[config.mk]
export PLATFORM = sky130hd
export DESIGN_NAME = e1_loopback_test_control
export DESIGN_NICKNAME = d
export VERILOG_FILES = /design/src/include/e1_test_pkg.sv /design/src/logic/e1_loopback_test_control.sv
export VERILOG_INCLUDE_DIRS = /design/src /design/src/include
export SDC_FILE = /design/constraint.sdc
export NUM_CORES = 1
export LEC_CHECK = 0
export BUFFER_PORTS_ARGS = -buffer_cell sky130_fd_sc_hd__buf_4
export CAP_MARGIN = 10
export CORE_UTILIZATION = 46
export DETAILED_ROUTE_END_ITERATION = 10
export PLACE_DENSITY = 0.75
export SYNTH_ARGS = -nofsm -noshare
export SYNTH_HDL_FRONTEND = slang
export SYNTH_SLANG_ARGS = --single-unit
[constraint.sdc]
create_clock -name i_clk -period 4.1 [get_ports i_clk]
set_input_delay 0.41 -clock i_clk [delete_from_list [all_inputs] [get_ports i_clk]]
set_output_delay 0.41 -clock i_clk [all_outputs]
set_load 0.01 [all_outputs]
[src/include/e1_test_consts.svh]
`ifndef E1_TEST_CONSTS_SVH
`define E1_TEST_CONSTS_SVH

// Register addresses on the plain register port.
`define REG_CTRL        8'h00
`define REG_LOOP_SLOT   8'h01
`define REG_IDLE        8'h02
`define REG_DEFECT      8'h03
`define REG_STATUS      8'h04
`define REG_INT_STATUS  8'h05
`define REG_CNT_FIRST   8'h08
`define REG_CNT_LAST    8'h0d

// Field positions inside the looped-slot select register.
`define LOOP_EN_BIT     5
`define LOOP_SLOT_MSB   4

// Reset values.
`define CTRL_RST        8'h00
`define IDLE_RST        8'hd5

// Frame structure of the 2.048 Mbit/s stream.
`define SLOT_ZERO       5'h00
`define SLOT_PRBS       5'h01
`define SLOT_CAS        5'h10
`define LAST_BIT_CNT    8'hff
`define LAST_BIT_OF_TS  3'h7
`define FAS_BIT_POS     3'h1
`define FAS_WORD        8'h9b
`define NFAS_HEAD       2'h3
`define NFAS_TAIL       5'h1f
`define FIRST_FRAME     4'h0
`define CNT_MAX         16'hffff

`endif

[src/include/e1_test_pkg.sv]
package e1_test_pkg;

    typedef struct packed {
        logic cas_signaling_enable;
        logic crc4_multiframe_mode;
        logic alarm_simulate_enable;
        logic transmit_alarm_to_line;
        logic local_loop_enable;
        logic transparent_slot_zero;
        logic send_alarm_to_system;
        logic payload_loop_enable;
    } ctrl_t;

    typedef struct packed {
        logic bpv;
        logic prbs;
        logic cas;
        logic crc;
        logic multiframe;
        logic fas;
    } defect_t;

    typedef struct packed {
        logic rai;
        logic lof;
        logic ais;
        logic los;
    } alarm_t;

    typedef struct packed {
        logic tx;
        logic rx;
    } slip_t;

    typedef struct packed {
        logic c3;
        logic c2;
        logic ebit;
        logic crc4;
        logic code;
        logic framing;
    } err_t;

    typedef struct packed {
        logic   rx_clk;
        logic   tx_clk;
        logic   line_rx;
        logic   store_rx;
        logic   rx_frame;
        logic   tx_data;
        logic   tx_sig;
        logic   tx_sync_n;
        logic   tx_mf_sync_n;
        alarm_t alarms;
        slip_t  slips;
        err_t   errs;
    } pin_in_t;

    typedef struct packed {
        logic data;
        logic bpv;
    } line_out_t;

    typedef struct packed {
        pin_in_t         s1;
        pin_in_t         s2;
        pin_in_t         s3;
        pin_in_t         filt;
        ctrl_t           ctrl;
        logic            loop_en;
        logic [4:0]      loop_slot;
        logic [7:0]      idle;
        defect_t         defect;
        alarm_t          live;
        slip_t           int_slip;
        alarm_t          int_alarm;
        logic [5:0][15:0] cnt;
        logic [7:0]      tx_bit;
        logic [3:0]      tx_frame;
        logic [7:0]      rx_bit;
        logic [7:0]      slot_buf;
        logic [7:0]      loop_byte;
        logic            loop_sys_bit;
        line_out_t       line;
        logic            receiver_in;
        logic            rx_out;
        logic [15:0]     rdata;
    } state_t;

endpackage : e1_test_pkg

[src/logic/e1_loopback_test_control.sv]
`timescale 1ns/10ps
`include "e1_test_consts.svh"
// What this block does
// [RULE_01] Payload loop sends processed receive store data to transmitter and system output.
// [RULE_02] Payload loop with send-alarm bit gives all ones to the system.
// [RULE_03] Without transparent slot zero, own framing/CRC/spare bits replace looped ones; the code computes no CRC and sends a fixed 1 in each Si bit.
// [RULE_04] Payload loop clocks transmitter from receive system clock.
// [RULE_05] Transparent slot zero returns received slot 0 unchanged to the line.
// [RULE_06] Payload loop ignores all transmit system inputs; receive processing continues; the code still loops f.tx_data in the looped slot.
// [RULE_07] Local loop feeds system transmit data into the receiver instead of line.
// [RULE_08] Local loop still sends the system stream to the line unaltered.
// [RULE_09] Local loop with transmit alarm sends all ones; looped data unaffected.
// [RULE_10] Receiver may show out of frame after local loop, then resyncs.
// [RULE_11] Software must set equal line codes for transmitter and receiver.
// [RULE_12] One of 32 slots loops from system input to system output.
// [RULE_13] Looped slot carries the idle code towards the far end.
// [RULE_14] Testers should use quasi-static patterns in a looped slot.
// [RULE_15] Simulation keeps traffic; real alarms go unreported locally and remotely.
// [RULE_16] Simulation raises all alarms, slips and six error counters.
// [RULE_17] Only applicable indications simulate; no CRC4 or E-bit in double frame.
// [RULE_18] Simulation sets interrupt bits; afterwards alarms vanish, latches stay pending.
// [RULE_19] Reading interrupt status or an error counter clears it.
// [RULE_20] Defect control inserts FAS, multiframe, CRC, CAS, PRBS, bipolar defects.
// [RULE_21] Slots other than the looped one pass as in normal operation.
// [RULE_22] Each defect request corrupts one occurrence, then clears itself.
module e1_loopback_test_control
    import e1_test_pkg::*;
(
    input  wire logic        i_clk,
    input  wire logic        i_reset,
    input  wire logic [7:0]  i_addr,
    input  wire logic [15:0] i_wdata,
    input  wire logic        i_wr,
    input  wire logic        i_rd,
    output logic      [15:0] o_rdata,
    input  wire pin_in_t     i_pins,
    output line_out_t        o_line_transmit,
    output logic             o_receiver_in,
    output logic             o_receive_system_data_out,
    output logic             o_tx_clock_from_rx
);

    state_t r;
    state_t n;

    // A change is accepted once the second and third stages agree.
    function automatic pin_in_t settle(input pin_in_t s2, input pin_in_t s3,
                                       input pin_in_t old);
        settle = pin_in_t'((~(s2 ^ s3) & s3) | ((s2 ^ s3) & old));
    endfunction : settle

    // Clear-on-read counter; an event in the reading cycle is kept.
    function automatic logic [15:0] count(input logic [15:0] v,
                                          input logic clr,
                                          input logic ev);
        if (clr) begin
            count = {15'h0000, ev};
        end else if (ev && v != `CNT_MAX) begin
            count = v + 16'h0001;
        end else begin
            count = v;
        end
    endfunction : count

    function automatic logic slot_zero_bit(input logic odd,
                                           input logic [2:0] bitn,
                                           input logic rai);
        logic [7:0] word;
        word = odd ? {`NFAS_HEAD, rai, `NFAS_TAIL} : `FAS_WORD;
        slot_zero_bit = word[`LAST_BIT_OF_TS - bitn];
    endfunction : slot_zero_bit

    always_comb begin
        pin_in_t    f;
        logic       rx_edge;
        logic       tx_edge;
        logic       frame_end;
        logic [4:0] ts;
        logic [2:0] bn;
        logic [4:0] rts;
        logic [2:0] rbn;
        logic       sys_bit;
        logic       out_bit;
        logic       sim;
        logic       odd;
        logic       rd_int;
        alarm_t     real_al;
        alarm_t     rise;
        defect_t    used;
        err_t       ev;
        slip_t      slip_ev;
        logic       rai_far;

        n = r;
        n.s1 = i_pins;
        n.s2 = r.s1;
        n.s3 = r.s2;
        f = settle(r.s2, r.s3, r.filt);
        n.filt = f;
        sim = r.ctrl.alarm_simulate_enable;
        used = '0;
        out_bit = 1'b0;

        rx_edge = f.rx_clk & ~r.filt.rx_clk;
        // The transmitter follows the receive clock in payload loop.
        tx_edge = r.ctrl.payload_loop_enable ? rx_edge
                : (f.tx_clk & ~r.filt.tx_clk);         // RULE_04
        ts  = r.tx_bit[7:3];
        bn  = r.tx_bit[2:0];
        rts = r.rx_bit[7:3];
        rbn = r.rx_bit[2:0];
        odd = r.tx_frame[0];
        frame_end = tx_edge && r.tx_bit == `LAST_BIT_CNT;

        // Real alarms are hidden while simulating, also from the far end.
        real_al = f.alarms;
        rai_far = ~sim & (real_al.los | real_al.lof);      // RULE_15
        n.live = sim ? alarm_t'(4'hf) : real_al;           // RULE_16
        rise = n.live & ~r.live;

        // Transmit side.
        sys_bit = r.ctrl.payload_loop_enable ? f.store_rx // RULE_01
                : f.tx_data;                              // RULE_06
        if (tx_edge) begin
            n.tx_bit = r.tx_bit + 8'h01;
            if (r.tx_bit == `LAST_BIT_CNT) begin
                n.tx_frame = r.tx_frame + 4'h1;
            end
            if (r.ctrl.payload_loop_enable) begin
                if (f.rx_frame) begin
                    n.tx_bit = 8'h00;
                end
            end else begin
                if (!f.tx_sync_n) begin
                    n.tx_bit = 8'h00;                     // RULE_06
                end
                if (!f.tx_mf_sync_n) begin
                    n.tx_frame = `FIRST_FRAME;
                end
            end
            out_bit = sys_bit;                            // RULE_21
            if (r.ctrl.cas_signaling_enable && ts == `SLOT_CAS
                && !r.ctrl.payload_loop_enable) begin
                out_bit = f.tx_sig;
            end
            if (ts == `SLOT_ZERO && !(r.ctrl.payload_loop_enable
                && r.ctrl.transparent_slot_zero)) begin    // RULE_05
                out_bit = slot_zero_bit(odd, bn, rai_far); // RULE_03
            end
            n.loop_sys_bit = out_bit;                     // RULE_08
            if (r.loop_en && ts == r.loop_slot) begin
                n.slot_buf = {r.slot_buf[6:0], f.tx_data};  // RULE_12
                if (bn == `LAST_BIT_OF_TS) begin
                    n.loop_byte = {r.slot_buf[6:0], f.tx_data};
                end
                out_bit = r.idle[`LAST_BIT_OF_TS - bn];     // RULE_13
            end
            // One bit per request, then the request is dropped.
            if (ts == `SLOT_ZERO && !odd && bn == `FAS_BIT_POS) begin
                used.fas = r.defect.fas;                  // RULE_20
            end
            if (ts == `SLOT_ZERO && bn == 3'h0) begin
                used.multiframe = r.defect.multiframe & odd;
                used.crc = r.defect.crc & ~odd;
            end
            if (ts == `SLOT_CAS && bn == 3'h0
                && r.tx_frame == `FIRST_FRAME) begin
                used.cas = r.defect.cas;
            end
            if (ts == `SLOT_PRBS && bn == 3'h0) begin
                used.prbs = r.defect.prbs;
            end
            used.bpv = r.defect.bpv;
            out_bit = out_bit ^ (used.fas | used.multiframe | used.crc
                                 | used.cas | used.prbs);    // RULE_22
            if (r.ctrl.local_loop_enable
                && r.ctrl.transmit_alarm_to_line) begin
                out_bit = 1'b1;                           // RULE_09
            end
            n.line.data = out_bit;
            n.line.bpv = used.bpv;
        end
        n.defect = r.defect & ~used;

        // Receive side.
        n.receiver_in = r.ctrl.local_loop_enable ? r.loop_sys_bit // RULE_07
                      : f.line_rx;
        if (rx_edge) begin
            n.rx_bit = f.rx_frame ? 8'h00 : r.rx_bit + 8'h01;
            n.rx_out = f.store_rx;
            if (r.loop_en && rts == r.loop_slot) begin
                n.rx_out = r.loop_byte[`LAST_BIT_OF_TS - rbn]; // RULE_12
            end
            if (r.ctrl.payload_loop_enable
                && r.ctrl.send_alarm_to_system) begin
                n.rx_out = 1'b1;                          // RULE_02
            end
        end

        // Error and slip events; simulation produces one set per frame.
        ev = f.errs & ~r.filt.errs;
        slip_ev = f.slips & ~r.filt.slips;
        if (sim) begin
            ev = '0;                                      // RULE_15
            slip_ev = '0;
            if (frame_end) begin
                ev = err_t'(6'h3f);                       // RULE_16
                slip_ev = slip_t'(2'h3);
                ev.crc4 = r.ctrl.crc4_multiframe_mode;    // RULE_17
                ev.ebit = r.ctrl.crc4_multiframe_mode;
            end
        end

        rd_int = i_rd && i_addr == `REG_INT_STATUS;
        // A new event wins over the clearing read.
        n.int_alarm = (rd_int ? alarm_t'(4'h0) : r.int_alarm) | rise; // RULE_18
        n.int_slip  = (rd_int ? slip_t'(2'h0) : r.int_slip) | slip_ev;
        for (int i = 0; i < 6; i++) begin
            n.cnt[i] = count(r.cnt[i],
                             i_rd && i_addr == `REG_CNT_FIRST + 8'(i),
                             ev[i]);                      // RULE_19
        end

        if (i_wr) begin
            case (i_addr)
                `REG_CTRL: n.ctrl = ctrl_t'(i_wdata[7:0]);
                `REG_LOOP_SLOT: begin
                    n.loop_en = i_wdata[`LOOP_EN_BIT];
                    n.loop_slot = i_wdata[`LOOP_SLOT_MSB:0];
                end
                `REG_IDLE: n.idle = i_wdata[7:0];
                `REG_DEFECT: n.defect = n.defect | defect_t'(i_wdata[5:0]);
                default: n.rdata = 16'h0000;
            endcase
        end

        n.rdata = 16'h0000;
        if (i_rd) begin
            case (i_addr)
                `REG_CTRL: n.rdata = {8'h00, r.ctrl};
                `REG_LOOP_SLOT: n.rdata = {10'h000, r.loop_en, r.loop_slot};
                `REG_IDLE: n.rdata = {8'h00, r.idle};
                `REG_DEFECT: n.rdata = {10'h000, r.defect};
                `REG_STATUS: n.rdata = {12'h000, r.live}; // RULE_10
                `REG_INT_STATUS: n.rdata = {10'h000, r.int_slip, r.int_alarm};
                default: begin
                    if (i_addr >= `REG_CNT_FIRST && i_addr <= `REG_CNT_LAST) begin
                        n.rdata = r.cnt[3'(i_addr - `REG_CNT_FIRST)];
                    end
                end
            endcase
        end
    end

    always_ff @(posedge i_clk) begin
        if (i_reset) begin
            r <= '0;
            r.ctrl <= ctrl_t'(`CTRL_RST);
            r.idle <= `IDLE_RST;
        end else begin
            r <= n;
        end
    end

    assign o_rdata = r.rdata;
    assign o_line_transmit = r.line;
    assign o_receiver_in = r.receiver_in;
    assign o_receive_system_data_out = r.rx_out;
    assign o_tx_clock_from_rx = r.ctrl.payload_loop_enable;      // RULE_04

endmodule : e1_loopback_test_control

# After elaboration in Yosys (flattened, before gate mapping)

Cells that the tools add are included.
W data, S select, Z words.

Bits in registers: 274
Input bits: 49
Output and inout bits: 21
Logic and storage cells: 319

Add/sub/neg operators: 12
Order comparisons: 5
Eq/ne operators: 24
Mux-type cells: 58
Bitwise gates (word level): 32
Reduce and logical (&&, ||, !) cells: 54

Operators with widths:

| cell                    | count |
|---|---|
| $add A16 B1 Y16 const B | 6 |
| $ne A16 B16 Y1 const B  | 6 |
| $pmux W16 S6            | 1 |
| $bmux W16 S3            | 1 |
| $eq A8 B4 Y1 const B    | 6 |
| $and A21 B21 Y21        | 2 |
| $mux W16                | 2 |
| $mux W8                 | 4 |
| $mux W1                 | 31 |
| $mux W6                 | 5 |
| $logic_and A1 B1 Y1     | 29 |
| $not A21 Y21            | 1 |
| $or A21 B21 Y21         | 1 |
| $xor A21 B21 Y21        | 1 |
| $mux W4                 | 5 |
| $add A8 B1 Y8 const B   | 2 |
| $eq A8 B2 Y1 const B    | 2 |
| $eq A8 B3 Y1 const B    | 2 |
| $reduce_or A2 Y1        | 7 |
| $and A6 B6 Y6           | 2 |
| $lt A3 B4 Y1 const B    | 3 |
| $not A6 Y6              | 2 |
| $reduce_bool A2 Y1      | 6 |
| $eq A5 B5 Y1            | 2 |
| 32 further kinds        | 56 |

# Depth between registers and ports, before layout

Gate-level depths: netlist (run 1).

Word-level depth: 14
Mapped depth: 9
Mapped depth without buffers: 8

# Least setup slack after synthesis (run 1)

Ideal clock, no wire load.

Path type: register to register
Start point: reg r[50] (netlist bit)
End point: reg r[118] (netlist bit)
Library setup time: 128 ps
Arrival time: 2175 ps
Required time: 3972 ps
Path slack: 1798 ps
Cell stages (with the launch flop): 9
Buffers on the path: 1
Period minus slack after synthesis: 2302 ps
Path through: dfxtp_1 ha_1 nand2_1 a2111oi_4 a21oi_1 buf_2 nor4_2 xnor2_1 nor2_1

Longest elaborated chain between the ends: 5

Ends and longest elaborated chain:

| what                                 | line                            | text |
|---|---|---|
| start, declared                      | e1_loopback_test_control.sv:43  | `state_t r;` |
| start signal, assigned               | e1_loopback_test_control.sv:261 | `r <= n;` |
| $eq A8 B8 Y1 (no source line)        | --                              |  |
| $logic_and A1 B1 Y1 (no source line) | --                              |  |
| $mux W6                              | e1_loopback_test_control.sv:206 | `if (frame_end) begin` |
| $mux W6                              | e1_loopback_test_control.sv:203 | `if (sim) begin` |
| $logic_and A1 B1 Y1 (no source line) | --                              |  |

Every way passes these cells.
A chain may end at the register's enable or synchronous reset.

# Worst setup path after layout (run 1)

Start point: reg r[50] (netlist bit)
End point: reg r[115] (netlist bit)

The elaborated chain is that of the path after synthesis.

==> results of run 1 <==
## synthesized netlist by cell type (all sizes together), types with 2 or more instances
cell,n
nor3,27
nand2b,6
mux4,22
and4,9
a21o,2
nor4,22
nand4b,3
and3,27
nand3b,2
a31oi,5
a21oi,57
or3,4
o211ai,2
buf,42
a2111oi,2
a32oi,4
nor2b,70
nor4b,8
ha,12
and2,14
xnor2,56
or4,3
clkbuf,40
a211oi,3
a222oi,2
nand2,98
nor4bb,9
or3b,4
xor2,48
nor2,200
nor3b,3
inv,18
nand3,51
o21ai,44
maj3,6
a22oi,10
mux2i,65
nand4,38
o31ai,3
mux2,5
or2,4
o32ai,3
dfxtp,274
a41oi,2
## sequential cells by signal, indices dropped and copies added, names as in the netlist
| name | cells |
|---|---|
| o_tx_clock_from_rx | 1 |
| o_rdata | 16 |
| o_line_transmit | 2 |
| n | 42 |
| o_receive_system_data_out | 1 |
| o_receiver_in | 1 |
| r | 211 |
## power by group through the flow
| stage | Combinational (mW) | Sequential (mW) | Clock, mW |
|---|---|---|---|
| floorplan | 0.104 | 2.76 | 0 |
| global placement | 0.159 | 2.76 | 0 |
| CTS | 0.161 | 2.70 | 2.54 |
| global route | 0.175 | 2.70 | 2.66 |
| finish | 0.161 | 2.70 | 2.50 |
| detailed placement | 0.161 | 2.76 | 0 |
## per-stage QoR
| stage | instance area (sq um) | worst slack (ns) |
|---|---|---|
| after global routing | 13770 | 0.8253 |
| final | 13770 | 1.009 |
| after global placement | 12850 | 1.149 |
| after floorplan | 12330 | 1.798 |
| after detailed placement | 12850 | 1.093 |
| after CTS | 13770 | 1.063 |
## final timing paths
check | end | cells after the start | start | slack (ns)
max | r[115]$_SDFFE_PP0P_ | 7 | r[50]$_SDFFE_PP0P_ | 1.01
min reg2reg | n[228]$_SDFF_PP0_ | 1 | n[249]$_SDFF_PP0_ | 0.43
max reg2reg | r[115]$_SDFFE_PP0P_ | 7 | r[50]$_SDFFE_PP0P_ | 1.01
min | n[253]$_SDFF_PP0_ | 2 | i_pins[20] | 0.06
## cell type report
| class | instances | area (sq um) | area share [%] |
|---|---|---|---|
| sequential | 274 | 5485 | 39.83 |
| inverter | 18 | 67.56 | 0.4906 |
| multi-input combinational | 966 | 6375 | 46.28 |
| clock inverter | 10 | 67.56 | 0.4906 |
| timing repair buffer | 67 | 503.0 | 3.652 |
| clock buffer | 42 | 855.8 | 6.214 |
| tap | 335 | 419.2 | 3.043 |
## logic make-up after synthesis
family                     share of synthesized area (%)
DFF                                                44.49
and+or+nand+nor                                    25.58
muxes                                              9.753
AOI/OAI and AO/OA                                  7.287
adders and majority gates                          1.705
xor gates and xnor gates                           7.389
buffers and inverters                              3.796
## routing by layer
| metal | track usage (%) | up-vias |
|---|---|---|
| met4 | 6.908 | 0 |
| met3 | 2.867 | 54 |
| met1 | 28.74 | 4515 |
| met2 | 32.30 | 310 |
| met5 | 0 | - |
| li1 | - | 4693 |
==> results.toml, run 1 <==
[final_layout]
areaGrowthSynthToFinish_pct = 11.72
layout-drive-gt1-share_pct = 11.84
stdcell_count = 1712
mostFrequentLayoutCell = "dfxtp_1"
antenna_cells = 0
layout.nets = 1418
fillerInstances = 2334
final_cell_mix = "dfxtp_1, nor2_1, nand2_1"
utilization_pct = 52.56

[synthesis]
synth_edf_count = 0
synth.avg_cell_area_sq_um = 9.200
ys_types = 73
async_flop_share_pct = 0
syn-instance-count = 1340
synth_area_leaders = "dfxtp_1, nor2_1, mux2i_1"
ys_ff_latch = 274
synth_seq_area_share_pct = 44.49
synth_area_sq_mm = 0.01233
synth_top_area_share_pct = 44.49
yosys_warnings = 0
syn_nets = 1401
synth_ff_type = "dfxtp_1"
yosys.area.top_type = "dfxtp_1"

[placement]
placedCellCount = 1660
io_buffers = 61
gp_congestion = 0.9092
hpwl_um = 20060

[power_and_ir_drop]
switching_share_pct = 21.69
power.internal_mw = 4.198
p_per_area_mw_per_mm2 = 389.2
p_sw_mw = 1.162
total_power_mw = 5.360
seqPwrFrac_pct = 50.4
leakage_nw = 5.072
pwr-share-clk_pct = 46.6
vdd_ir_drop_max_mv = 0.3524
p_comb_share_pct = 3.0

[route]
vias = 9572
ant_nets = 0
drc = 14
dr.pass1.iters = 8
route.top_layer_used = "met4"
met3WireLength_um = 1800
wl_per_cell_um = 16.43
drt_iter0_drc = 728
wl_met1_um = 12910
viasPerCell = 5.591
dr_wl_met2_um = 12640
totalWireLength_um = 28120

[clock_network]
cts_tree = "yes"
clk_pin_slew_ns = 0.06
root_buffer = "clkbuf_16"
clk_latency_ns = 0.55
cts_hold_buf = 0
postCtsSetupRepairBufs = 0
cts_buffer_depth = 3
ctsHtreeMaxLevel = 1
cts_resized = 0
cts-buffers-inserted = 30
cts_sinks = 274

[die]
die_h_um = 165.7
die_x_um = 165.7
die-area_sq_mm = 0.02746
fp-row-count = 59
initial_utilization_pct = 47.04
io_pins = 70
coreArea_sq_mm = 0.02621

[run]
drv_cap = 0

[sta]
hold_slack_ns = 0.06384
finalHoldViolations = 0
min_period_ns = 3.091
fmax_mhz = 323.5
setup_viol = 0
slew_headroom_pct = 30.18
period_share_pct = 75.38
final_max_slew_viol_count = 0
fin_tns_setup_ns = 0
fin_skew_ns = 0.01217
rsz0062_at_grt = "false"
tightestPinTransition_ns = 1.033

[global_routing]
grt_pass1_wl_um = 46400
track_usage_pct = 20.46
grt_max_degree = 76
antenna_found_initial = 0
gr-total-overflow = 0
grt_pass1_vias = 9063

[worst_setup_path]
cp_num_buf_inv = 0
critical_path_class = "flop to flop"
cp_slowest_cell = "a2111oi_4"
crit_path_end_kind = "flop"
critPathRequiredTime_ns = 4.49
critPathMaxStageDelay_ns = 0.80
critical-path-top-delay-family = "compound AO/OA/AOI/OAI gates"
critPathArrivalTime_ns = 3.48
start_kind = "flop"
worstPathMaxFanout = 12
crit_chain = "ha_1 > nand2_1 > a2111oi_4 > a21oi_1 > nor4b_1 > xnor2_1 > nor2_1"

[hold_path]
hp-class = "input pin to flop"

[run_status]
violations = "design-rule violations"
outcome = "complete, but fails checks"
Power figures use the tool's default switching activity.
==> run 2, diff against run 1 <==
==> constraint.sdc (replaced) <==
create_clock -name i_clk -period 2.85 [get_ports i_clk]
set_input_delay 0.285 -clock i_clk [delete_from_list [all_inputs] [get_ports i_clk]]
set_output_delay 0.285 -clock i_clk [all_outputs]
set_load 0.01 [all_outputs]
==> run 2 against run 1 <==
The flow still finishes with violations (design-rule violations). Register-to-register slack lost 0.72 ns. Clock-buffer cell count shrank 3. Sequential cell count is the same. Highest routed layer unchanged.
==> results.toml, run 2 (synthesis gave the netlist of run 1 again) <==
[worst_setup_path]
critPathMaxStageDelay_ns = 0.54
rr_startpoint = "r[50]$_SDFFE_PP0P_"
critPathRequiredTime_ns = 3.27
crit_chain = "ha_1 > nand2_1 > a2111oi_4 > buf_4 > or2_1 > and3_1 > nor4bb_1 > nor3_1"
cp_num_buf_inv = 1
critPathArrivalTime_ns = 2.99
critical_path_class = "flop to flop"
critical-path-top-delay-family = "simple AND/OR/NAND/NOR gates"
cp-startpoint = "r[50]$_SDFFE_PP0P_"
crit_path_end_kind = "flop"
start_kind = "flop"
cp_slowest_cell = "dfxtp_1"
worstPathMaxFanout = 9

[sta]
slew_headroom_pct = 38.70
rsz0062_at_grt = "false"
fmax_mhz = 390.4
tightestPinTransition_ns = 0.9195
min_period_ns = 2.561
finalHoldViolations = 0
setup_viol = 0
fin_skew_ns = 0.02368
period_share_pct = 89.87
fin_tns_setup_ns = 0
final_max_slew_viol_count = 0

[placement]
placedCellCount = 1671
io_buffers = 61
hpwl_um = 20120
gp_congestion = 0.9596

[clock_network]
clk_pin_slew_ns = 0.06
cts_sinks = 274
root_buffer = "clkbuf_16"
cts-buffers-inserted = 30
cts_buffer_depth = 3
cts_hold_buf = 26
clk_latency_ns = 0.56
ctsHtreeMaxLevel = 1
cts_resized = 0
postCtsSetupRepairBufs = 0
cts_tree = "yes"

[die]
initial_utilization_pct = 47.04
die_x_um = 165.7
fp-row-count = 59
coreArea_sq_mm = 0.02621
die-area_sq_mm = 0.02746
io_pins = 70
die_h_um = 165.7

[route]
drt_iter0_drc = 877
ant_nets = 0
wl_met1_um = 13250
drc = 14
dr_wl_met2_um = 12880
wl_per_cell_um = 16.30
totalWireLength_um = 28540
vias = 9868
dr.pass1.iters = 9
route.top_layer_used = "met4"
viasPerCell = 5.636
met3WireLength_um = 1588

[power_and_ir_drop]
leakage_nw = 5.286
vdd_ir_drop_max_mv = 0.4628
p_per_area_mw_per_mm2 = 570.2

[run_status]
violations = "design-rule violations"
outcome = "complete, but fails checks"

[final_layout]
layout-drive-gt1-share_pct = 12.43
antenna_cells = 0
largest_register_ffs = 211
final_cell_mix = "dfxtp_1, nor2_1, nand2_1"
fillerInstances = 2326
areaGrowthSynthToFinish_pct = 15.42
stdcell_count = 1751
regMostFlops = "r"
mostFrequentLayoutCell = "dfxtp_1"
layout.nets = 1455

[global_routing]
grt_max_degree = 137
track_usage_pct = 20.40
grt_pass1_wl_um = 46100
grt_pass1_vias = 9066
gr-total-overflow = 0
antenna_found_initial = 0

[hold_path]
hold_start = "i_wdata[1]"
hp-class = "input pin to flop"

[run]
drv_cap = 0
## run 2: cell types whose count changed in the layout (fill, tap and decap cells not counted), sizes merged
cell,change
dlygate4sd3,+26
clkinv,-1
buf,+11
clkbuf,-3
inv,+2
bufinv,+4
## run 2: through the flow
step	util, %	total power, mW	hold WS, ns	area (sq um)	setup WS, ns
6_report	54.29	8.113	0.009013	14230	0.2887
2_1_floorplan	-	4.116	0.4101	12330	0.5476
4_1_cts	54.29	8.179	0.001330	14230	0.3077
5_1_grt	54.29	8.367	0.01569	14230	0.1455
3_5_place_dp	49.40	4.211	0.4263	12940	0.2429
3_3_place_gp	49.40	4.205	0.4183	12940	0.3408
## run 2: worst reg2reg max path, stage by stage, from the launching register on
cell and delay [ns]:
dfxtp_1 0.54, ha_1 0.24, nand2_1 0.10, a2111oi_4 0.41
buf_4 0.26, or2_1 0.26, and3_1 0.26, nor4bb_1 0.30
nor3_1 0.07
## run 2: cell type report
| class | count | area [sq um] | area share, % |
|---|---|---|---|
| sequential | 274 | 5485 | 38.55 |
| clock buffer | 39 | 814.5 | 5.725 |
| tap | 335 | 419.2 | 2.946 |
| timing repair buffer | 104 | 858.3 | 6.032 |
| clock inverter | 15 | 209.0 | 1.469 |
| multi-input combinational | 966 | 6375 | 44.80 |
| inverter | 18 | 67.56 | 0.4749 |
## run 2: routing by layer
metal / GRT usage [%] / vias up
met4: 7.111 / 0
li1: - / 4767
met2: 32.72 / 308
met5: 0 / -
met3: 2.413 / 56
met1: 28.41 / 4737
## run 2: final timing paths
path	to	slack, ns	cells after the start
hold / removal	r[178]$_SDFFE_PP0P_	0.009	3
hold reg to reg	n[228]$_SDFF_PP0_	0.43	1
setup reg to reg	r[151]$_SDFFE_PP0P_	0.29	8
setup / recovery	r[151]$_SDFFE_PP0P_	0.29	8
## run 2: power breakdown
part | switching [mW] | internal [mW] | total [mW]
clock | 1.57 | 2.39 | 3.96
sequential | 0.0183 | 3.87 | 3.89
combinational | 0.150 | 0.117 | 0.266
total | 1.74 | 6.37 | 8.11
